`config.mk`:
```
export PLATFORM = sky130hd
export DESIGN_NAME = chp_port
export DESIGN_NICKNAME = d
export VERILOG_FILES = /design/src/include/chp_pkg.sv /design/src/design/chp_port.sv
export SDC_FILE = /design/constraint.sdc
export NUM_CORES = 1
export LEC_CHECK = 0
export ABC_AREA = 1
export BUFFER_PORTS_ARGS = -buffer_cell sky130_fd_sc_hd__buf_4
export CAP_MARGIN = 20
export CORE_ASPECT_RATIO = 2
export CORE_MARGIN = 2
export CORE_UTILIZATION = 30
export CTS_CLUSTER_DIAMETER = 120
export CTS_CLUSTER_SIZE = 30
export DETAILED_ROUTE_END_ITERATION = 6
export PLACE_DENSITY = 0.5
export SLEW_MARGIN = 20
export SYNTH_ARGS = -nofsm -noshare
export SYNTH_HDL_FRONTEND = slang
export SYNTH_SLANG_ARGS = --single-unit
```
`constraint.sdc`:
```
create_clock -name clk -period 3.1 [get_ports clk]
set_input_delay 0.155 -clock clk [delete_from_list [all_inputs] [get_ports clk]]
set_output_delay 0.155 -clock clk [all_outputs]
set_load 0.005 [all_outputs]
```
`src/include/chp_pkg.sv`:
```
/*
 * package for the cpu side access port to the can controller:
 * special function register addresses, field positions, reset values,
 * and the dma engine's state encoding and timing figures.
 * assumes an 8-bit sfr bus and a can register file of 32 byte locations.
 */
package chp_pkg;
   // sfr addresses of the four ports
   localparam logic [7:0] CHP_SFR_POINTER  = 8'hdb;  // can_register_pointer
   localparam logic [7:0] CHP_SFR_WINDOW   = 8'hda;  // can_register_window
   localparam logic [7:0] CHP_SFR_EVENT    = 8'hd9;  // can_event_command_port
   localparam logic [7:0] CHP_SFR_STATUS   = 8'hd8;  // can_status_dma_pointer byte address
   localparam logic [7:0] CHP_BIT_STATUS_LO = 8'hd8; // bit address of status bit 0
   localparam logic [7:0] CHP_BIT_STATUS_HI = 8'hdf; // bit address of status bit 7
   // pointer register fields
   localparam int         CHP_PTR_DMA_BIT  = 7;
   localparam int         CHP_PTR_STEP_BIT = 5;
   localparam logic [7:0] CHP_PTR_RESET    = 8'h64;
   localparam logic [4:0] CHP_ADR_MAX      = 5'h1f;  // highest can register address
   localparam logic [4:0] CHP_ADR_WRAP     = 5'h00;  // address after stepping past the top
   // event read: reserved upper bits read high
   localparam logic [2:0] CHP_EVT_RSVD     = 3'h7;
   // dma buffer addresses
   localparam logic [4:0] CHP_TX_BUF       = 5'h0a;  // 10
   localparam logic [4:0] CHP_RX_BUF_LO    = 5'h14;  // 20
   localparam logic [4:0] CHP_RX_BUF_HI    = 5'h1d;  // 29
   localparam logic [3:0] CHP_DESC_BYTES   = 4'h2;
   localparam logic [3:0] CHP_MAX_DATA     = 4'h8;
   localparam logic [7:0] CHP_DLC_OFFSET   = 8'h01;  // length code sits one above start
   // throughput: 4 bytes per instruction cycle, one byte per clock here
   localparam int         CHP_BYTES_PER_CYCLE = 4;
   // dma engine states
   typedef enum logic [1:0] {
      CHP_IDLE = 2'b00,
      CHP_LEN  = 2'b01,
      CHP_MOVE = 2'b10
   } chp_state_t;
endpackage

```
`src/design/chp_port.sv`:
```
/*
 * cpu side access port and background dma engine for the can controller.
 * assumes a synchronous sfr bus (one access per strobe), a can register
 * file with a one-cycle combinational read port, and an internal data ram
 * with a combinational read port and synchronous write.
 */
`timescale 1ns/1ps
////////////////////////////////////////////////////////////////////////////////
// Contract
// - event port read returns interrupt flags
// - event read upper three bits read one
// - flag order wakeup overrun error tx rx
// - event port write goes to command register
// - command byte decoded into command pulses
// - status port bit addressable at d8 to df
// - status read returns controller status bits
// - status write loads dma ram start
// - step mode advances pointer per window access
// - stepping past top clears step mode
// - dma moves one byte per clock
// - dma evaluates length first, tx at start+1
// - 8ah copies descriptor plus data to tx
// - 94h..9dh copies receive buffer to ram
// - dma bit cleared when transfer completes
// - interrupts held off during dma
// - no dma while controller in reset
// - pointer resets to 64h
// - window access hits selected can register
module chp_port
   import chp_pkg::*;
(
   input  wire logic       clk,
   input  wire logic       reset,
   // sfr bus
   input  wire logic [7:0] sfr_addr,
   input  wire logic       sfr_rd,
   input  wire logic       sfr_wr,
   input  wire logic [7:0] sfr_wdata,
   input  wire logic       sfr_bit_wr,
   input  wire logic [7:0] sfr_bit_addr,
   input  wire logic       sfr_bit_val,
   output logic      [7:0] sfr_rdata,
   // interrupt hold-off to the cpu's interrupt logic
   output logic            irq_hold,
   // can controller register file
   output logic      [4:0] can_addr,
   output logic            can_rd,
   output logic            can_wr,
   output logic      [7:0] can_wdata,
   input  wire logic [7:0] can_rdata,
   input  wire logic [4:0] can_irq_flags,
   input  wire logic [7:0] can_status,
   input  wire logic       can_reset_req,
   // command pulses to the can controller
   output logic            rx_input_zero_active,
   output logic            rx_input_one_active,
   output logic            wakeup_mode_cmd,
   output logic            sleep_cmd,
   output logic            clear_overrun,
   output logic            release_rx_buffer,
   output logic            abort_transmission,
   output logic            transmission_request,
   // internal data ram
   output logic      [7:0] ram_addr,
   output logic            ram_wr,
   output logic      [7:0] ram_wdata,
   input  wire logic [7:0] ram_rdata
);

   ////////////////////////////////////////////////////////////////////////////
   // state
   typedef struct packed {
      logic [7:0]  ptr;        // can_register_pointer
      logic [7:0]  ram_start;  // dma_ram_start
      logic [7:0]  rdata;      // read data register
      logic [7:0]  cmd;        // command pulses, one cycle
      chp_state_t  st;         // dma engine state
      logic [7:0]  ram_ptr;    // running ram address
      logic [4:0]  buf_ptr;    // running buffer address
      logic [3:0]  left;       // bytes still to move
      logic        is_tx;      // direction of transfer
   } chp_regs_t;

   chp_regs_t r_q;             // registered state
   chp_regs_t r_d;             // next state

   logic       win_acc;        // window access this cycle
   logic [4:0] step_adr;       // pointer address after one step
   logic [3:0] dlc;            // clipped data length code
   logic       rx_sel;         // pointer write selects a receive start

   ////////////////////////////////////////////////////////////////////////////
   // next state
   always_comb begin
      r_d      = r_q;
      r_d.cmd  = 8'h00;
      win_acc  = (sfr_rd | sfr_wr) && sfr_addr == CHP_SFR_WINDOW && r_q.st == CHP_IDLE;
      step_adr = r_q.ptr[4:0] + 5'h01;
      rx_sel   = sfr_wdata[4:0] >= CHP_RX_BUF_LO && sfr_wdata[4:0] <= CHP_RX_BUF_HI;
      dlc      = (r_q.is_tx ? ram_rdata[3:0] : can_rdata[3:0]);
      if (dlc > CHP_MAX_DATA) begin
         dlc = CHP_MAX_DATA;
      end
      can_addr  = r_q.ptr[4:0];
      can_rd    = 1'b0;
      can_wr    = 1'b0;
      can_wdata = sfr_wdata;
      ram_addr  = r_q.ram_ptr;
      ram_wr    = 1'b0;
      ram_wdata = can_rdata;
      // cpu reads, registered onto sfr_rdata
      if (sfr_rd) begin
         unique case (sfr_addr)
            CHP_SFR_POINTER: r_d.rdata = r_q.ptr;
            CHP_SFR_WINDOW: begin
               can_rd  = win_acc;
               r_d.rdata = can_rdata;
            end
            CHP_SFR_EVENT: r_d.rdata = {CHP_EVT_RSVD, can_irq_flags};
            CHP_SFR_STATUS: r_d.rdata = can_status;
            default: r_d.rdata = 8'h00;
         endcase
      end
      // cpu writes, ignored while a transfer runs
      if (sfr_wr && r_q.st == CHP_IDLE) begin
         unique case (sfr_addr)
            CHP_SFR_POINTER: begin
               r_d.ptr = sfr_wdata;
               // start only when not in controller reset
               if (sfr_wdata[CHP_PTR_DMA_BIT] && !can_reset_req &&
                   (sfr_wdata[4:0] == CHP_TX_BUF || rx_sel)) begin
                  r_d.st      = CHP_LEN;
                  r_d.is_tx   = sfr_wdata[4:0] == CHP_TX_BUF;
                  r_d.ram_ptr = r_q.ram_start;
                  r_d.buf_ptr = sfr_wdata[4:0];
               end else begin
                  r_d.ptr[CHP_PTR_DMA_BIT] = 1'b0;
               end
            end
            CHP_SFR_WINDOW: can_wr = 1'b1;
            CHP_SFR_EVENT: r_d.cmd = sfr_wdata;
            CHP_SFR_STATUS: r_d.ram_start = sfr_wdata;
            default: r_d.rdata = r_q.rdata;
         endcase
      end
      // single-bit write to the status port loads one bit of ram start
      if (sfr_bit_wr && r_q.st == CHP_IDLE &&
          sfr_bit_addr >= CHP_BIT_STATUS_LO && sfr_bit_addr <= CHP_BIT_STATUS_HI) begin
         r_d.ram_start[sfr_bit_addr[2:0]] = sfr_bit_val;
      end
      // pointer stepping after a window access
      if (win_acc && r_q.ptr[CHP_PTR_STEP_BIT]) begin
         if (r_q.ptr[4:0] == CHP_ADR_MAX) begin
            r_d.ptr[4:0]             = CHP_ADR_WRAP;
            r_d.ptr[CHP_PTR_STEP_BIT] = 1'b0;
         end else begin
            r_d.ptr[4:0] = step_adr;
         end
      end
      // dma engine
      unique case (r_q.st)
         CHP_IDLE: r_d.left = 4'h0;
         CHP_LEN: begin
            // length code: tx from ram start+1, rx from buffer byte 1
            ram_addr = r_q.ram_start + CHP_DLC_OFFSET;
            can_addr = r_q.is_tx ? CHP_TX_BUF + 5'h01 : CHP_RX_BUF_LO + 5'h01;
            can_rd   = !r_q.is_tx;
            // remaining bytes from start offset to end of message
            r_d.left = r_q.is_tx ? CHP_DESC_BYTES + dlc :
                       4'((CHP_RX_BUF_LO + {1'b0, CHP_DESC_BYTES} + {1'b0, dlc})
                          - r_q.buf_ptr);
            r_d.st   = CHP_MOVE;
            // start address already past the end of the message: nothing to move
            if (!r_q.is_tx && r_q.buf_ptr >= CHP_RX_BUF_LO +
                5'({1'b0, CHP_DESC_BYTES}) + 5'({1'b0, dlc})) begin
               r_d.st  = CHP_IDLE;
               r_d.ptr[CHP_PTR_DMA_BIT] = 1'b0;
            end
         end
         CHP_MOVE: begin
            // one byte per clock, both addresses step upward
            can_addr  = r_q.buf_ptr;
            can_rd    = !r_q.is_tx;
            can_wr    = r_q.is_tx;
            can_wdata = ram_rdata;
            ram_wr    = !r_q.is_tx;
            r_d.ram_ptr = r_q.ram_ptr + 8'h01;
            r_d.buf_ptr = r_q.buf_ptr + 5'h01;
            r_d.left    = r_q.left - 4'h1;
            if (r_q.left == 4'h1) begin
               r_d.st = CHP_IDLE;
               r_d.ptr[CHP_PTR_DMA_BIT] = 1'b0;
            end
         end
         default: r_d.st = CHP_IDLE;
      endcase
   end

   ////////////////////////////////////////////////////////////////////////////
   // state register
   always_ff @(posedge clk or posedge reset) begin
      if (reset) begin
         r_q       <= '0;
         r_q.ptr   <= CHP_PTR_RESET;
         r_q.st    <= CHP_IDLE;
      end else begin
         r_q <= r_d;
      end
   end

   ////////////////////////////////////////////////////////////////////////////
   // outputs
   assign sfr_rdata            = r_q.rdata;
   assign irq_hold             = r_q.st != CHP_IDLE;
   assign rx_input_zero_active = r_q.cmd[7];
   assign rx_input_one_active  = r_q.cmd[6];
   assign wakeup_mode_cmd      = r_q.cmd[5];
   assign sleep_cmd            = r_q.cmd[4];
   assign clear_overrun        = r_q.cmd[3];
   assign release_rx_buffer    = r_q.cmd[2];
   assign abort_transmission   = r_q.cmd[1];
   assign transmission_request = r_q.cmd[0];

   ////////////////////////////////////////////////////////////////////////////
   // assertions on the sfr side
   // event port read shows the interrupt flags under three high bits
   event_read_a: assert property (@(posedge clk) disable iff (reset)
      sfr_rd && sfr_addr == CHP_SFR_EVENT |=> sfr_rdata == {CHP_EVT_RSVD, $past(can_irq_flags)})
      else $error("event read wrong");
   // command write becomes the pulses bit for bit, with transmission_request low again one cycle later
   cmd_pulse_a: assert property (@(posedge clk) disable iff (reset)
      sfr_wr && sfr_addr == CHP_SFR_EVENT && !irq_hold
      |=> {rx_input_zero_active, rx_input_one_active, wakeup_mode_cmd, sleep_cmd,
           clear_overrun, release_rx_buffer, abort_transmission,
           transmission_request} == $past(sfr_wdata)
          ##1 !transmission_request)
      else $error("command pulse wrong");
   // status port read shows the controller status byte
   status_read_a: assert property (@(posedge clk) disable iff (reset)
      sfr_rd && sfr_addr == CHP_SFR_STATUS |=> sfr_rdata == $past(can_status))
      else $error("status read wrong");
   // status port write loads the dma ram start
   start_load_a: assert property (@(posedge clk) disable iff (reset)
      sfr_wr && sfr_addr == CHP_SFR_STATUS && !irq_hold |=> r_q.ram_start == $past(sfr_wdata))
      else $error("ram start not loaded");
   // window read reaches the selected can register in the same cycle
   win_read_a: assert property (@(posedge clk) disable iff (reset)
      sfr_rd && sfr_addr == CHP_SFR_WINDOW && !irq_hold
      |-> can_rd && can_addr == r_q.ptr[4:0])
      else $error("window read missed");
   // window write reaches the selected can register in the same cycle
   win_write_a: assert property (@(posedge clk) disable iff (reset)
      sfr_wr && sfr_addr == CHP_SFR_WINDOW && !irq_hold
      |-> can_wr && can_addr == r_q.ptr[4:0] && can_wdata == sfr_wdata)
      else $error("window write missed");
   // step mode moves the pointer on by one below the top
   ptr_step_a: assert property (@(posedge clk) disable iff (reset)
      win_acc && r_q.ptr[CHP_PTR_STEP_BIT] && r_q.ptr[4:0] != CHP_ADR_MAX
      |=> r_q.ptr[4:0] == $past(step_adr))
      else $error("pointer did not step");
   // stepping past the top wraps and drops step mode
   ptr_wrap_a: assert property (@(posedge clk) disable iff (reset)
      win_acc && r_q.ptr[CHP_PTR_STEP_BIT] && r_q.ptr[4:0] == CHP_ADR_MAX
      |=> !r_q.ptr[CHP_PTR_STEP_BIT] && r_q.ptr[4:0] == CHP_ADR_WRAP)
      else $error("pointer wrap wrong");

   ////////////////////////////////////////////////////////////////////////////
   // assertions on the dma engine
   // dma bit with the transmit buffer address starts a transmit transfer
   tx_start_a: assert property (@(posedge clk) disable iff (reset)
      sfr_wr && sfr_addr == CHP_SFR_POINTER && !irq_hold && !can_reset_req &&
      sfr_wdata[CHP_PTR_DMA_BIT] && sfr_wdata[4:0] == CHP_TX_BUF
      |=> irq_hold && r_q.is_tx && r_q.ram_ptr == $past(r_q.ram_start))
      else $error("transmit dma not started");
   // dma bit with a receive buffer address starts a receive transfer there
   rx_start_a: assert property (@(posedge clk) disable iff (reset)
      sfr_wr && sfr_addr == CHP_SFR_POINTER && !irq_hold && !can_reset_req &&
      sfr_wdata[CHP_PTR_DMA_BIT] && sfr_wdata[4:0] >= CHP_RX_BUF_LO &&
      sfr_wdata[4:0] <= CHP_RX_BUF_HI
      |=> irq_hold && !r_q.is_tx && r_q.buf_ptr == $past(sfr_wdata[4:0]))
      else $error("receive dma not started");
   // transmit length code is fetched from one above the ram start
   tx_len_a: assert property (@(posedge clk) disable iff (reset)
      r_q.st == CHP_LEN && r_q.is_tx |-> ram_addr == 8'(r_q.ram_start + CHP_DLC_OFFSET))
      else $error("length code address wrong");
   // transmit move copies one ram byte into the buffer per clock
   tx_move_a: assert property (@(posedge clk) disable iff (reset)
      r_q.st == CHP_MOVE && r_q.is_tx
      |-> can_wr && !ram_wr && can_addr == r_q.buf_ptr && can_wdata == ram_rdata)
      else $error("transmit byte not moved");
   // receive move copies one buffer byte into ram per clock
   rx_move_a: assert property (@(posedge clk) disable iff (reset)
      r_q.st == CHP_MOVE && !r_q.is_tx
      |-> ram_wr && !can_wr && ram_addr == r_q.ram_ptr && ram_wdata == can_rdata)
      else $error("receive byte not moved");
   // both running addresses climb by one per byte moved
   step_up_a: assert property (@(posedge clk) disable iff (reset)
      r_q.st == CHP_MOVE
      |=> r_q.ram_ptr == $past(r_q.ram_ptr) + 8'h01 &&
          r_q.buf_ptr == $past(r_q.buf_ptr) + 5'h01)
      else $error("dma addresses did not step");
   // a started transfer ends and drops the dma bit within 11 cycles of the length fetch
   dma_end_a: assert property (@(posedge clk) disable iff (reset)
      r_q.st == CHP_LEN |-> ##[1:11] (r_q.st == CHP_IDLE && !r_q.ptr[CHP_PTR_DMA_BIT]))
      else $error("dma did not finish");
   // controller in reset: the dma bit starts nothing
   no_reset_dma_a: assert property (@(posedge clk) disable iff (reset)
      sfr_wr && sfr_addr == CHP_SFR_POINTER && can_reset_req && !irq_hold |=> !irq_hold)
      else $error("dma started in reset");
   // interrupts stay held off exactly while the dma bit stands
   hold_off_a: assert property (@(posedge clk) disable iff (reset)
      irq_hold == r_q.ptr[CHP_PTR_DMA_BIT])
      else $error("interrupts not held off");
endmodule

```
==> results_dict.tcl <==
set metrics [dict create \
    startpoint_type "register" \
    clk_pin_slew_ps 70 \
    cts_resized 0 \
    worstPathRequired_ps 3300 \
    seq_power_share_pct 34.8 \
    drt_iter0_drc 238 \
    row_count 61 \
    p_sw_mw 1.01 \
    final.setup.tns_ps 0 \
    peakVddDrop_mv 0.239 \
    dr.pass1.iters 4 \
    ys_seq_area_share_pct 31.3 \
    slowest_stage "dfrtp_1" \
    synth_ff_type "dfrtp_1" \
    ys_seq_elements 52 \
    p_int_mw 1.69 \
    p_comb_share_pct 39.1 \
    syn_inst 622 \
    period_share_pct 88.1 \
    htree_levels 2 \
    grt_pass1_vias 4147 \
    clock_skew_ps 4.05 \
    worstMarginPinSlew_ps 821 \
    nets 793 \
    area_growth_pct 24.9 \
    dpl.cell_count 860 \
    synth_top_area_share_pct 29.4 \
    synthTopCellsByCount "nand2_1 (167), inv_1 (84), nand3_1 (82), o21ai_0 (52), dfrtp_1 (49)" \
    outcome "complete, no violations" \
    core_mm2 0.0137 \
    cts_tree "yes" \
    routedWlPerCell_um 15.3 \
    cts_buffers 5 \
    fill_cells 1527 \
    endpoint_kind "register" \
    final.min_clock_period_ps 2730 \
    antenna_found_initial 0 \
    synth.distinct_cells 38 \
    async_flop_share_pct 100 \
    hp-class "in -> async" \
    max_clock_freq_mhz 366 \
    synth_edf_count 0 \
    crit_top_cell "nand2_1" \
    final_cells 868 \
    io_buffers 108 \
    yosys_warnings 0 \
    clkPwrFrac_pct 26.0 \
    drv_cap 0 \
    layout-drive-gt1-share_pct 20.1 \
    die_h_um 171 \
    grt_util_all_layers_pct 18.3 \
    finalSetupViolCount 0 \
    post_cts_hold_buffer_count 0 \
    globalRouteOverflowTotal 0 \
    cts_setup_buffers 0 \
    cp_slowest_stage_delay_ps 480 \
    avgViaCountPerCell 4.85 \
    final_antenna_net_count 0 \
    slew_headroom_pct 45.2 \
    die_x_um 87.3 \
    rsz0062_at_grt "false" \
    vias 4209 \
    slew_viol_final 0 \
    path_max_fanout 11 \
    die-area_mm2 0.0149 \
    synth_top_cell_by_area "dfrtp_1" \
    cts.sinks 52 \
    cts.path.max_buffers 2 \
    hold_viol 0 \
    routed_wl_um 13200 \
    fin_hold_ws_ps 12.3 \
    clkLatencyLatePin_ps 300 \
    crit_chain "o21ai_0 > inv_1 > nand2_1 > inv_1 > ha_1 > inv_1 > ha_1 > nand2_1 > inv_1 > nand2_1 > nand2_1 > nand2_1 > nand2_1 > nand2_1 > nand2_1 > nand2_1 > nand2_1 > inv_1" \
    avgSynthCellArea_um2 6.70 \
    synth_area_leaders "dfrtp_1 (29%), nand2_1 (15%), nand3_1 (9.9%), inv_1 (7.6%), ha_1 (6.6%)" \
    yosysMostFrequentCell "nand2_1" \
    clockRootBuffer "clkbuf_16" \
    leakage_nw 2.76 \
    pin_count 109 \
    synthesis.nets 705 \
    critPathArrivalTime_ps 2930 \
    drc 0 \
    grt_pass1_wl_um 21400 \
    dpl.hpwl_um 10500 \
    gp_congestion 0.893 \
    syn-cell-area_mm2 0.00417 \
    worstSetupPathType "reg -> reg" \
    n_antenna_cell 0 \
    grt_max_degree 37 \
    p_sw_share_pct 37.4 \
    start_util_pct 30.3 \
    power.density_mw_per_mm2 520 \
]
## power by group through the flow
| stage | clock (mW) | sequential [mW] | combinational, mW |
|---|---|---|---|
| global route | 0.749 | 0.960 | 1.19 |
| finish | 0.704 | 0.941 | 1.06 |
| detailed placement | 0 | 0.953 | 1.06 |
| floorplan | 0 | 0.905 | 0.683 |
| global placement | 0 | 0.954 | 1.06 |
| CTS | 0.718 | 0.941 | 1.07 |
## kinds of logic (layout without fill, tap and decap cells)
| group | count (synthesis) | after routing | share of synthesized area, % |
|---|---|---|---|
| adders and majority gates | 23 | 23 | 7.09 |
| other | 1 | 1 | 0.0900 |
| AOI/OAI and AO/OA | 90 | 90 | 11.6 |
| xor gates and xnor gates | 7 | 7 | 1.47 |
| buffers and inverters | 120 | 209 | 12.8 |
| and+or+nand+nor | 329 | 329 | 35.6 |
| DFF | 52 | 52 | 31.3 |
## cell usage in the layout, fill, tap and decap left out, drive strengths merged, types with 12 or more instances in the layout
cell   netlist  layout
nand3       85      85
a21oi       21      21
nor2        44      44
ha          22      22
buf         25     116
nor3        14      14
nand2      170     170
nand4       12      12
dfrtp       49      49
o21ai       54      54
inv         84      84
## sequential cells by signal, summed over array words and instances (netlist names)
name                  flops
abort_transmission        1
sfr_rdata                 8
r_q                      36
sleep_cmd                 1
wakeup_mode_cmd           1
rx_input_zero_active      1
release_rx_buffer         1
clear_overrun             1
transmission_request      1
rx_input_one_active       1
## routing by layer
| metal | vias up | wire, um | track usage (%) |
|---|---|---|---|
| met2 | 115 | 6540 | 31.0 |
| met5 | - | 0 | 0 |
| met1 | 1909 | 5870 | 23.6 |
| met3 | 10 | 644 | 2.94 |
| met4 | 0 | 182 | 5.35 |
| li1 | 2175 | - | - |
## area by class of cell
type	instances	area, um2	share of cell area (%)
clock buffers	7	153	2.93
well taps	157	196	3.78
clock inverters	1	30.0	0.577
flip-flops and latches	52	1310	25.1
multi-input cells	450	2330	44.7
repair buffers	116	871	16.7
inverters	85	319	6.13
## critical path, delay by kind of cell, from the launching register on
kind | cells | cell delay, ps
flip-flops | 1 | 480
buffers and inverters | 5 | 360
AO/OA/AOI/OAI | 1 | 450
adder cells (fa/ha/maj) | 2 | 680
AND/OR/NAND/NOR | 10 | 640
## path summary, 6_finish.rpt
check	end	cells past startpoint	slack, ps	from
worst min-delay path	r_q[2]	2	10	reset
worst max-delay path	r_q[51]	18	370	r_q[0]
max in group asynchronous	r_q[37]	3	2420	reset
worst min register to register	sfr_rdata[6]	2	490	sfr_rdata[6]
worst max register to register	r_q[51]	18	370	r_q[0]
min in group clk	r_q[44]	3	110	sfr_wdata[0]
## per-stage QoR
step                      power, mW  area [um2]  setup WS, ps  util, %
after CTS                      2.73        5200           376     37.9
final                          2.70        5200           368     37.9
after floorplan                1.59        4170           834        -
after detailed placement       2.02        5020           395     36.5
after global routing           2.90        5200          96.1     37.9
after global placement         2.01        5020           522     36.5
Power figures use the tool's default switching activity.
